--- config.mk ---
export PLATFORM = sky130hd
export DESIGN_NAME = cia_control_input
export DESIGN_NICKNAME = d
export VERILOG_FILES = /design/src/cia_pkg.sv /design/src/cia_control_input.sv /design/src/cia_servo_meter.sv /design/src/cia_scale_map.sv
export SDC_FILE = /design/constraint.sdc
export NUM_CORES = 2
export LEC_CHECK = 0
export BUFFER_PORTS_ARGS = -buffer_cell sky130_fd_sc_hd__buf_2
export CORE_AREA = 3 3 226 228
export CTS_CLUSTER_DIAMETER = 50
export DETAILED_ROUTE_END_ITERATION = 10
export DIE_AREA = 0 0 229 231
export MAX_ROUTING_LAYER = met4
export PLACE_DENSITY = 0.77
export SLEW_MARGIN = 40
export SYNTH_ARGS = -nofsm -noshare
export SYNTH_HDL_FRONTEND = slang
export SYNTH_SLANG_ARGS = --single-unit
--- constraint.sdc ---
create_clock -name core_clk -period 9.05 [get_ports core_clk]
set_input_delay 0 -clock core_clk [delete_from_list [all_inputs] [get_ports core_clk]]
set_output_delay 0 -clock core_clk [all_outputs]
set_load 0.02 [all_outputs]
--- src/cia_pkg.sv ---
// constants, state codes and timing for the control input acquire block
// assumes a single 125 MHz core clock

package cia_pkg;

	localparam int CLK_HZ         = 125_000_000;
	localparam int CTRL_PERIOD_MS = 10;
	localparam int CTRL_CYC       = CLK_HZ / 1000 * CTRL_PERIOD_MS;
	localparam int SERVO_LOST_MS  = 100;
	localparam int SERVO_RUN_MS   = 500;
	localparam int SERVO_LOST_CYC = CLK_HZ / 1000 * SERVO_LOST_MS;
	localparam int SERVO_RUN_CYC  = CLK_HZ / 1000 * SERVO_RUN_MS;

	// 1/12 us ticks from 125 MHz: add 12 per cycle, wrap at 125
	localparam logic [7:0] UNIT_STEP = 8'h0c;
	localparam logic [7:0] UNIT_WRAP = 8'h7d;
	localparam int UNIT_PER_US   = 12;
	localparam int PULSE_MIN_US  = 200;
	localparam int PULSE_MAX_US  = 2700;
	localparam logic [15:0] PULSE_MIN = 16'(PULSE_MIN_US * UNIT_PER_US);
	localparam logic [15:0] PULSE_MAX = 16'(PULSE_MAX_US * UNIT_PER_US);
	localparam logic [1:0]  GOOD_RUN  = 2'h3;

	localparam logic [2:0]  SAMPLE_LOG_MAX = 3'h6;
	localparam logic [15:0] READ_MAX       = 16'hffc0;
	localparam logic [2:0]  DEGREE_MAX     = 3'h5;
	localparam int FRAC_BITS = 12;

	typedef enum logic [1:0] {
		MODE_OTHER  = 2'b00,
		MODE_ANALOG = 2'b01,
		MODE_SERVO  = 2'b10
	} cia_mode_e;

	typedef enum logic [2:0] {
		ST_IDLE  = 3'b000,
		ST_CONV  = 3'b001,
		ST_WAIT  = 3'b010,
		ST_PULL  = 3'b011,
		ST_PWAIT = 3'b100,
		ST_EVAL  = 3'b101,
		ST_MAP   = 3'b110,
		ST_WMAP  = 3'b111
	} cia_state_e;

	typedef enum logic [1:0] {
		MS_IDLE = 2'b00,
		MS_DIV  = 2'b01,
		MS_POW  = 2'b10,
		MS_OUT  = 2'b11
	} cia_map_e;

endpackage : cia_pkg

--- src/cia_control_input.sv ---
// control input acquisition: analog sampling, servo pulses, scaling
// assumes an external 10-bit adc with start/done handshake on core_clk
// and configuration inputs held steady by the host
`timescale 1ns/1ns

module cia_control_input
	import cia_pkg::*;
#(
	parameter int PERIOD_CYC = CTRL_CYC,
	parameter int LOST_CYC   = SERVO_LOST_CYC,
	parameter int RUN_CYC    = SERVO_RUN_CYC
) (
	input  wire logic        core_clk,
	input  wire logic        reset,
	input  wire logic [1:0]  inputMode,
	input  wire logic        forceAnalog,
	input  wire logic        detectDisconnect,
	input  wire logic        pullUpOption,
	input  wire logic [2:0]  sampleLog2,
	input  wire logic        invertInput,
	input  wire logic [2:0]  scaleDegree,
	input  wire logic [11:0] inMin,
	input  wire logic [11:0] inNeutMin,
	input  wire logic [11:0] inNeutMax,
	input  wire logic [11:0] inMax,
	input  wire logic [11:0] tgtMin,
	input  wire logic [11:0] tgtNeut,
	input  wire logic [11:0] tgtMax,
	input  wire logic [11:0] errMin,
	input  wire logic [11:0] errMax,
	input  wire logic        disconnectErrEn,
	input  wire logic        invalidErrEn,
	input  wire logic        adcDone,
	input  wire logic [9:0]  adcData,
	input  wire logic        servo_pulse_pin,
	output logic             adcStart,
	output logic             i2cEnable,
	output logic             pullUpEnable,
	output logic             clockPinOut,
	output logic             clockPinOe_n,
	output logic [15:0]      analogReading,
	output logic [15:0]      servo_pulse_width_value,
	output logic [11:0]      inputValue,
	output logic [11:0]      target,
	output logic             errDisconnect,
	output logic             errInvalid,
	output logic             periodTick
);

	cia_state_e  state;
	logic [20:0] periodCount;
	logic        analogSel;
	logic        detectOn;
	logic [2:0]  sampleLog;
	logic [2:0]  shiftAmt;
	logic [6:0]  sampleIdx;
	logic        lastSample;
	logic [15:0] accum;
	logic [15:0] next_accum;
	logic        pullFail;
	logic        outOfWindow;
	logic [15:0] servoWidth;
	logic        servoLost;
	logic        mapDone;
	logic [11:0] mapTarget;

	assign analogSel   = inputMode == MODE_ANALOG || forceAnalog;
	assign detectOn    = detectDisconnect && inputMode == MODE_ANALOG;
	assign sampleLog   = sampleLog2 > SAMPLE_LOG_MAX ? SAMPLE_LOG_MAX
		: sampleLog2;
	assign shiftAmt    = SAMPLE_LOG_MAX - sampleLog;
	assign lastSample  = sampleIdx == 7'((8'h01 << sampleLog) - 8'h01);
	assign next_accum  = accum + {6'h00, adcData};
	assign outOfWindow = inputValue < errMin || inputValue > errMax;

	// control period divider
	always_ff @(posedge core_clk) begin
		if (reset) begin
			periodCount <= 21'h0;
			periodTick  <= 1'b0;
		end else if (periodCount == 21'(PERIOD_CYC - 1)) begin
			periodCount <= 21'h0;
			periodTick  <= 1'b1;
		end else begin
			periodCount <= periodCount + 21'h1;
			periodTick  <= 1'b0;
		end
	end

	// pin configuration follows mode each cycle
	always_ff @(posedge core_clk) begin
		if (reset) begin
			i2cEnable    <= 1'b1;
			pullUpEnable <= 1'b0;
			clockPinOe_n <= 1'b1;
		end else begin
			i2cEnable    <= !analogSel;
			pullUpEnable <= pullUpOption && analogSel;
			clockPinOe_n <= !detectOn;
		end
	end

	// clock pin low only during the disconnect test conversion
	always_ff @(posedge core_clk) begin
		if (reset)
			clockPinOut <= 1'b1;
		else
			clockPinOut <= !(state == ST_PULL || state == ST_PWAIT);
	end

	always_ff @(posedge core_clk) begin
		if (reset)
			adcStart <= 1'b0;
		else
			adcStart <= state == ST_CONV || state == ST_PULL;
	end

	always_ff @(posedge core_clk) begin
		if (reset) begin
			state     <= ST_IDLE;
			sampleIdx <= 7'h00;
			accum     <= 16'h0000;
		end else begin
			case (state)
			ST_IDLE: if (periodTick) begin
				sampleIdx <= 7'h00;
				accum     <= 16'h0000;
				state     <= analogSel ? ST_CONV : ST_EVAL;
			end
			ST_CONV: state <= ST_WAIT;
			ST_WAIT: if (adcDone) begin
				accum     <= next_accum;
				sampleIdx <= sampleIdx + 7'h01;
				if (!lastSample)
					state <= ST_CONV;
				else if (detectOn)
					state <= ST_PULL;
				else
					state <= ST_EVAL;
			end
			ST_PULL: state <= ST_PWAIT;
			ST_PWAIT: if (adcDone)
				state <= ST_EVAL;
			ST_EVAL: state <= ST_MAP;
			ST_MAP: state <= ST_WMAP;
			ST_WMAP: if (mapDone)
				state <= ST_IDLE;
			default: state <= ST_IDLE;
			endcase
		end
	end

	// accumulated reading, normalised to a 65472 full scale
	always_ff @(posedge core_clk) begin
		if (reset)
			analogReading <= 16'h0000;
		else if (state == ST_WAIT && adcDone && lastSample)
			analogReading <= next_accum << shiftAmt;
	end

	// a wired pot follows the pulled-low clock pin down to at most half
	always_ff @(posedge core_clk) begin
		if (reset)
			pullFail <= 1'b0;
		else if (state == ST_IDLE && periodTick)
			pullFail <= 1'b0;
		else if (state == ST_PWAIT && adcDone)
			pullFail <= {adcData, 1'b0} > {1'b0, analogReading[15:6]};
	end

	always_ff @(posedge core_clk) begin
		if (reset)
			servo_pulse_width_value <= 16'h0000;
		else
			servo_pulse_width_value <= servoWidth;
	end

	// other modes keep the last input value; widths stay below 32768
	always_ff @(posedge core_clk) begin
		if (reset)
			inputValue <= 12'h000;
		else if (state == ST_EVAL && inputMode == MODE_ANALOG)
			inputValue <= analogReading[15:4];
		else if (state == ST_EVAL && inputMode == MODE_SERVO)
			inputValue <= servoWidth[14:3];
	end

	always_ff @(posedge core_clk) begin
		if (reset) begin
			errDisconnect <= 1'b0;
			errInvalid    <= 1'b0;
		end else if (state == ST_MAP) begin
			errDisconnect <= disconnectErrEn
				&& (inputMode == MODE_ANALOG || inputMode == MODE_SERVO)
				&& (outOfWindow || pullFail);
			errInvalid <= invalidErrEn && inputMode == MODE_SERVO
				&& servoLost;
		end
	end

	always_ff @(posedge core_clk) begin
		if (reset)
			target <= 12'h000;
		else if (state == ST_WMAP && mapDone)
			target <= mapTarget;
	end

	cia_servo_meter #(
		.LOST_CYC (LOST_CYC),
		.RUN_CYC  (RUN_CYC)
	) uServo (
		.core_clk      (core_clk),
		.reset         (reset),
		.servoPulsePin (servo_pulse_pin),
		.pulseWidth    (servoWidth),
		.lost          (servoLost)
	);

	cia_scale_map uMap (
		.core_clk  (core_clk),
		.reset     (reset),
		.start     (state == ST_MAP),
		.inVal     (inputValue),
		.inMin     (inMin),
		.inNeutMin (inNeutMin),
		.inNeutMax (inNeutMax),
		.inMax     (inMax),
		.tgtMin    (tgtMin),
		.tgtNeut   (tgtNeut),
		.tgtMax    (tgtMax),
		.invert    (invertInput),
		.degree    (scaleDegree),
		.done      (mapDone),
		.target    (mapTarget)
	);
endmodule : cia_control_input

--- src/cia_servo_meter.sv ---
// servo pulse width meter with validity run and signal-loss timeouts
// assumes the pulse pin is already synchronous to core_clk
`timescale 1ns/1ns

module cia_servo_meter
	import cia_pkg::*;
#(
	parameter int LOST_CYC = SERVO_LOST_CYC,
	parameter int RUN_CYC  = SERVO_RUN_CYC
) (
	input  wire logic        core_clk,
	input  wire logic        reset,
	input  wire logic        servoPulsePin,
	output logic [15:0]      pulseWidth,
	output logic             lost
);

	logic [7:0]  unitPhase;
	logic        unitTick;
	logic        pinPrev;
	logic [15:0] highCount;
	logic [1:0]  goodRun;
	logic [25:0] sinceGood;
	logic [25:0] sinceRun;
	logic        fall;
	logic        valid;
	logic        store;

	assign fall  = pinPrev && !servoPulsePin;
	assign valid = highCount >= PULSE_MIN && highCount <= PULSE_MAX;
	assign store = fall && valid && goodRun >= 2'h2;

	always_ff @(posedge core_clk) begin
		if (reset) begin
			unitPhase <= 8'h00;
			unitTick  <= 1'b0;
		end else if (unitPhase >= UNIT_WRAP - UNIT_STEP) begin
			unitPhase <= unitPhase + UNIT_STEP - UNIT_WRAP;
			unitTick  <= 1'b1;
		end else begin
			unitPhase <= unitPhase + UNIT_STEP;
			unitTick  <= 1'b0;
		end
	end

	always_ff @(posedge core_clk) begin
		if (reset) begin
			pinPrev   <= 1'b0;
			highCount <= 16'h0000;
		end else begin
			pinPrev <= servoPulsePin;
			if (servoPulsePin && !pinPrev)
				highCount <= 16'h0000;
			else if (servoPulsePin && unitTick && highCount != 16'hffff)
				highCount <= highCount + 16'h0001;
		end
	end

	always_ff @(posedge core_clk) begin
		if (reset)
			goodRun <= 2'h0;
		else if (fall)
			goodRun <= !valid ? 2'h0 :
				(goodRun == GOOD_RUN ? GOOD_RUN : goodRun + 2'h1);
	end

	always_ff @(posedge core_clk) begin
		if (reset) begin
			sinceGood <= 26'h0;
			sinceRun  <= 26'h0;
		end else begin
			if (fall && valid)
				sinceGood <= 26'h0;
			else if (sinceGood != 26'(LOST_CYC))
				sinceGood <= sinceGood + 26'h1;
			if (store)
				sinceRun <= 26'h0;
			else if (sinceRun != 26'(RUN_CYC))
				sinceRun <= sinceRun + 26'h1;
		end
	end

	// a fresh store wins pulseWidth over a timeout landing in the same cycle; lost still follows the loss timeout
	always_ff @(posedge core_clk) begin
		if (reset) begin
			pulseWidth <= 16'h0000;
			lost       <= 1'b0;
		end else begin
			lost <= sinceGood == 26'(LOST_CYC);
			if (store)
				pulseWidth <= highCount;
			else if (sinceGood == 26'(LOST_CYC))
				pulseWidth <= 16'h0000;
			else if (sinceRun == 26'(RUN_CYC))
				pulseWidth <= 16'h0000;
		end
	end
endmodule : cia_servo_meter

--- src/cia_scale_map.sv ---
// piecewise polynomial mapping of input value to target
// assumes start is a one-cycle pulse and inputs are held while busy
`timescale 1ns/1ns

module cia_scale_map
	import cia_pkg::*;
(
	input  wire logic        core_clk,
	input  wire logic        reset,
	input  wire logic        start,
	input  wire logic [11:0] inVal,
	input  wire logic [11:0] inMin,
	input  wire logic [11:0] inNeutMin,
	input  wire logic [11:0] inNeutMax,
	input  wire logic [11:0] inMax,
	input  wire logic [11:0] tgtMin,
	input  wire logic [11:0] tgtNeut,
	input  wire logic [11:0] tgtMax,
	input  wire logic        invert,
	input  wire logic [2:0]  degree,
	output logic             done,
	output logic [11:0]      target
);

	cia_map_e    state;
	logic [11:0] hiT;
	logic [11:0] loT;
	logic [11:0] den;
	logic [11:0] endT;
	logic [12:0] rem;
	logic [12:0] remShift;
	logic [11:0] quo;
	logic [11:0] pw;
	logic [23:0] pwProd;
	logic [3:0]  stepCnt;
	logic [2:0]  powLeft;
	logic signed [12:0] delta;
	logic signed [25:0] offs;
	logic signed [13:0] sum;

	assign hiT      = invert ? tgtMin : tgtMax;
	assign loT      = invert ? tgtMax : tgtMin;
	assign remShift = {rem[11:0], 1'b0};
	assign pwProd   = pw * quo;
	assign delta    = $signed({1'b0, endT}) - $signed({1'b0, tgtNeut});
	assign offs     = delta * $signed({1'b0, pw});
	assign sum      = $signed({2'b00, tgtNeut}) + 14'(offs >>> FRAC_BITS);

	always_ff @(posedge core_clk) begin
		if (reset) begin
			state   <= MS_IDLE;
			done    <= 1'b0;
			target  <= 12'h000;
			den     <= 12'h000;
			endT    <= 12'h000;
			rem     <= 13'h0000;
			quo     <= 12'h000;
			pw      <= 12'h000;
			stepCnt <= 4'h0;
			powLeft <= 3'h0;
		end else begin
			done <= 1'b0;
			case (state)
			MS_IDLE: if (start) begin
				stepCnt <= 4'h0;
				quo     <= 12'h000;
				powLeft <= (degree == 3'h0) ? 3'h0 :
					(degree > DEGREE_MAX ? DEGREE_MAX : degree) - 3'h1;
				if (inVal >= inMax) begin
					target <= hiT;
					done   <= 1'b1;
				end else if (inVal <= inMin) begin
					target <= loT;
					done   <= 1'b1;
				end else if (inVal > inNeutMax) begin
					rem   <= {1'b0, inVal - inNeutMax};
					den   <= inMax - inNeutMax;
					endT  <= hiT;
					state <= MS_DIV;
				end else if (inVal < inNeutMin) begin
					rem   <= {1'b0, inNeutMin - inVal};
					den   <= inNeutMin - inMin;
					endT  <= loT;
					state <= MS_DIV;
				end else begin
					target <= tgtNeut;
					done   <= 1'b1;
				end
			end
			// fractional distance from neutral, 12 fraction bits
			MS_DIV: begin
				if (remShift >= {1'b0, den}) begin
					rem <= remShift - {1'b0, den};
					quo <= {quo[10:0], 1'b1};
				end else begin
					rem <= remShift;
					quo <= {quo[10:0], 1'b0};
				end
				stepCnt <= stepCnt + 4'h1;
				if (stepCnt == 4'(FRAC_BITS - 1))
					state <= MS_POW;
			end
			MS_POW: begin
				if (stepCnt == 4'(FRAC_BITS)) begin
					pw      <= quo;
					stepCnt <= 4'h0;
				end else if (powLeft != 3'h0) begin
					pw      <= pwProd[23:12];
					powLeft <= powLeft - 3'h1;
				end else
					state <= MS_OUT;
			end
			MS_OUT: begin
				target <= sum[11:0];
				done   <= 1'b1;
				state  <= MS_IDLE;
			end
			default: state <= MS_IDLE;
			endcase
		end
	end
endmodule : cia_scale_map

# Word-level counts from Yosys, hierarchy flattened
# Cells that the tools add are included.
# word_totals
reg_bits	291
elab_cells	246
# classes
addsub	21
mul	2
n_lt_le_gt_ge	14
n_eq_ne	37
n_shift	2
muxes	73
bitwise	2
n_reduce_logical	59
# op_table
op	count
$mux W12	22
$mux W16	5
$pmux W12 S2	3
$sub A12 B12 Y12	5
$add A26 B1 Y26 const B	2
$mux W3	13
$pmux W16 S2	1
$eq A26 B24 Y1 const B	1
$eq A26 B26 Y1 const B	1
$ne A26 B24 Y1 const B	1
$ne A26 B26 Y1 const B	1
$gt A12 B12 Y1	2
$lt A12 B12 Y1	2
$mul A12 B12 Y24	1
$mul A13 B13 Y24	1
$pmux W3 S8	1
$add A21 B1 Y21 const B	1
$eq A21 B21 Y1 const B	1
$logic_and A1 B1 Y1	20
$mux W2	10
$add A16 B1 Y16 const B	1
$add A16 B10 Y16	1
$ge A16 B12 Y1 const B	1
$le A16 B15 Y1 const B	1
53 further kinds	112

# Longest topological paths before layout
# logic_depth
depth_word	8
depth_mapped	39
ltp_nobuf	38

# Cells and area by module
# A second synthesis with hierarchy kept.
# hier_totals
cells_unflattened	3565
hier_area_um2	29195.5
# modules_own_cells
mod	instances	cells_each	area_per_inst_um2	seq_area_each_um2
cia_scale_map	1	2186	17868.4	1641.6
cia_control_input	1	847	6693.9	2242.2
cia_servo_meter	1	532	4633.2	1941.9

# Worst setup path before layout
# Ideal clock, no wire load.
# synth_timing
path_type	register to register
startpoint	register uMap.endT[0]
endpoint	register uMap.target[11]
setup_ns	0.103
arrival_ns	8.071
required_time_ns	8.947
path_slack_ns	0.875
path_stages_with_launch	39
period_less_slack_ns	8.175
path_cell_list	dfxtp_1 inv_1 ha_1 fa_1 nor2b_1 o31a_1 o211ai_1 a21oi_1 nor2_1 a211o_1 clkbuf_1 and2_1 fa_1 inv_1 fa_1 inv_1 fa_1 fa_1 [... 3 more ...] ha_1 nand2_1 nor3_1 a2bb2oi_1 nand3_1 o21a_1 o21ai_0 nand2b_1 a21oi_1 xnor2_1 ha_1 a21oi_1 o21a_1 o21ai_0 xnor2_1 xnor2_1 xnor2_1 a2111oi_2
# synth_between
elab_chain_cells	4
# synth_lines
element	line	source
start: declaration	cia_scale_map.sv:29	logic [11:0] endT;
start signal: assignment	cia_scale_map.sv:78	endT <= hiT;
start signal: assignment	cia_scale_map.sv:83	endT <= loT;
$sub A12 B12 Y13	cia_scale_map.sv:45	assign delta = $signed({1'b0, endT}) - $signed({1'b0, tgtNeut});
$mul A13 B13 Y24	cia_scale_map.sv:46	assign offs = delta * $signed({1'b0, pw});
$add A12 B12 Y12	cia_scale_map.sv:47	assign sum = $signed({2'b00, tgtNeut}) + 14'(offs >>> FRAC_BITS);
$pmux W12 S2	cia_scale_map.sv:63	case (state)
end signal: assignment	cia_scale_map.sv:70	target <= hiT;
end signal: assignment	cia_scale_map.sv:73	target <= loT;
end signal: assignment	cia_scale_map.sv:86	target <= tgtNeut;
end: declaration	cia_scale_map.sv:22	output logic [11:0] target
# Every way passes these cells.
# A chain may end at the register's enable or synchronous reset.

# Worst setup path after layout
# Ends and elaborated chain as after synthesis.

==> metrics <==
share of cells above drive strength 1=0.0964; TritonCTS sink count=291; Max Slew Vio Count=0; Finished Layout Cells=4407; number of port buffers=199; combined flip-flop and latch cell area=5830 um^2; diodes inserted=0; vias in the first global route=24.6k; Overall Power=0.00360 W; ranking of synthesized cells by area=sky130_fd_sc_hd__dfxtp_1 20%, sky130_fd_sc_hd__fa_1 17%, sky130_fd_sc_hd__ha_1 12%; unique cell type count in the Yosys netlist=87; most used cells in the layout excluding fill and tap cells=463 x sky130_fd_sc_hd__inv_1, 383 x sky130_fd_sc_hd__nand2_1, 316 x sky130_fd_sc_hd__nor2_1; area delta synth->final=11.8%; number of remaining DRC errors=0; Total Die Area=52900 um^2; clock buffers created by TritonCTS=38; final setup skew=32.4 ps; overall die height=231 um; synthesized net count=4212; Final Instance Area=32300 um^2; number of standard-cell rows in the floorplan=81; Initial Utilization=0.590; detail-routed via count per cell=5.64; average routed wire per standard cell=17.0 um; dominant register cell in the synthesized netlist=sky130_fd_sc_hd__dfxtp_1; pin count of the biggest net entering global routing=62; Core ar.=49100 um^2; Power per Cell Area=111 nW/um^2; start point of the worst min-delay path=inNeutMax[1]; number of H-tree branching levels=2; IR Drop Worst-Case VDD=0.000141 V; cell with the biggest individual delay on the critical path=sky130_fd_sc_hd__fa_2; cell type with the largest total area after synthesis=sky130_fd_sc_hd__dfxtp_1; Max Freq=0.116 GHz; initial antenna violation count=1; remaining antenna violation count=0; count of flip-flops with a built-in enable after synthesis=0; HP Class=input pin to register; status=complete, no violations; count of pins on the block boundary=200; Final setup viols=0; Maximum Capacitance Violations=0; async set-reset flop share out of synthesis=0; via count=24.9k; maximum clock path buffer count=3; type of origin of the critical path=register; startpoint-to-endpoint class of the critical path=register to register; number of filler cells placed in the layout=4181; final worst-path cycle share=0.956; slew at the pin closest to its max-slew limit=907 ps; area post-placement=30400 um^2; area share of the largest cell type after synthesis=0.201; top fanout value on the critical path=12; highest cell delay on the worst timing path=610 ps; Initial DRC Count=1587; clock root buffer master=sky130_fd_sc_hd__clkbuf_16; post-DP HPWL=56.2 mm; Period minus WS final=8650 ps; synthesis warning total=0; Worst Setup SP=uMap.endT[0]; Reg-to-Reg Start=uMap.endT[0]; clock latency on the worst-skew pair=570 ps; Worst Path Arrival=9110 ps; total wirelength of the detailed-routed design=74.8 mm; most numerous cell on the critical path=sky130_fd_sc_hd__fa_1; Synth Cell Area=28900 um^2; cell count after placement=4277; Hold Fails Final Rpt=0; area of combinational cells with multiple inputs=20800 um^2; CTS tree=yes; proportion of synthesized chip area in sequential cells=0.201; first-pass GRT wire length=123 mm; final weighted congestion in routability-driven placement=0.943; LEAKAGE=15.2 nW; global route overflow=0; Mapped Avg Cell Area=8.16 um^2; net total in the final layout=4383; clock-pin slew on the worst setup and hold paths=60 ps; synthesized flop and latch total=291; Die W=229 um; cells after synthesis=3544; final total negative setup slack=0 ps; drt first pass iters=5; worst path required time=9510 ps; most frequent standard cell in the layout excluding fill and tap cells=sky130_fd_sc_hd__inv_1; overall global routing resource usage=0.289; worst relative slew slack=0.394; crit end category=register
[layout make-up]
type	instances	area share
well taps	664	0.0257
repair buffers	293	0.0573
clock inverters	22	0.00847
inverters	465	0.0541
multi-input cells	2626	0.643
clock buffers	46	0.0310
flip-flops and latches	291	0.180
[synth_stat cells (12+ instances only)]
cell	count
sky130_fd_sc_hd__fa_1	246
sky130_fd_sc_hd__a21oi_1	178
sky130_fd_sc_hd__nor2b_1	69
sky130_fd_sc_hd__clkbuf_1	137
sky130_fd_sc_hd__o221ai_1	12
sky130_fd_sc_hd__o21ai_1	17
sky130_fd_sc_hd__o21a_1	23
sky130_fd_sc_hd__nand2_1	384
sky130_fd_sc_hd__inv_1	464
sky130_fd_sc_hd__a21o_1	37
sky130_fd_sc_hd__a22o_1	14
sky130_fd_sc_hd__xor2_1	94
sky130_fd_sc_hd__o22ai_1	27
sky130_fd_sc_hd__nor3_1	57
sky130_fd_sc_hd__and2_1	105
sky130_fd_sc_hd__xnor2_1	111
sky130_fd_sc_hd__or3_1	25
sky130_fd_sc_hd__and3_1	32
sky130_fd_sc_hd__nand4_1	34
sky130_fd_sc_hd__ha_1	286
sky130_fd_sc_hd__a211oi_1	44
sky130_fd_sc_hd__a31oi_1	29
sky130_fd_sc_hd__nand3_1	85
sky130_fd_sc_hd__a22oi_1	28
sky130_fd_sc_hd__mux2i_1	37
sky130_fd_sc_hd__o211ai_1	23
sky130_fd_sc_hd__o21ai_0	112
sky130_fd_sc_hd__nand2b_1	39
sky130_fd_sc_hd__dfxtp_1	291
sky130_fd_sc_hd__nor2_1	317
[path summary, 6_finish.rpt]
check | end | slack, ps | depth (start not counted)
min | uMap.den[1] | 40 | 5
max | uMap.target[11] | 400 | 34
min reg2reg | servo_pulse_width_value[2] | 440 | 2
max reg2reg | uMap.target[11] | 400 | 34
[worst max-delay path, delay by kind of cell (launching register included)]
family,cells,cell delay [ps]
buffers and inverters,6,540
adders and majority gates,9,3970
DFF,1,330
AOI/OAI and AO/OA,10,1940
and+or+nand+nor,5,1140
xor gates and xnor gates,4,650
[layer usage]
| metal | track usage | vias up | wire length, um |
|---|---|---|---|
| met5 | - | - | 0 |
| met4 | 0.0910 | 0 | 2280 |
| met3 | 0.0384 | 156 | 4310 |
| met2 | 0.478 | 715 | 35800 |
| met1 | 0.370 | 11900 | 32400 |
| li1 | - | 12100 | - |
[power by group]
part	total (W)	internal [W]	switching (W)	leakage [nW]
sequential	0.00138	0.00133	0.0000465	2.35
clock	0.00153	0.000899	0.000633	0.630
combinational	0.000690	0.000275	0.000415	12.3
[kinds of logic (layout without fill, tap and decap cells)]
| kind of cell | count (synthesis) | after routing | synth area share |
|---|---|---|---|
| AOI/OAI and AO/OA | 638 | 638 | 0.144 |
| xor gates and xnor gates | 206 | 206 | 0.0626 |
| adders and majority gates | 532 | 532 | 0.294 |
| buffers and inverters | 627 | 826 | 0.0829 |
| DFF | 291 | 291 | 0.201 |
| muxes | 50 | 50 | 0.0186 |
| and+or+nand+nor | 1200 | 1200 | 0.196 |
[flip-flops by register name (all words and copies together) (netlist names), 2 cells and up]
register,count
accum,16
analogReading,16
inputValue,12
periodCount,21
sampleIdx,7
servo_pulse_width_value,16
state,3
target,12
uMap.den,12
uMap.endT,12
uMap.powLeft,3
uMap.pw,12
uMap.quo,12
uMap.rem,12
uMap.state,2
uMap.stepCnt,4
uMap.target,12
uServo.goodRun,2
uServo.highCount,16
uServo.pulseWidth,16
uServo.sinceGood,26
uServo.sinceRun,26
uServo.unitPhase,8
[per-stage QoR]
step	utilization	worst slack, ps	hold slack, ps
finish	0.659	396	36.0
global route	0.659	-56.4	56.3
CTS	0.657	242	14.9
detailed placement	0.620	269	220
global placement	0.619	455	218
floorplan	-	875	86.2
[timing repair]
action / 4_1_cts / 5_1_grt
resized for setup: 0 / 12
hold buffers: 55 / 0
setup buffers: 0 / 7
hold endpoints to repair: 79 / 0
setup endpoints to repair: 0 / 3
No activity file was read; power rests on OpenSTA's default activity.
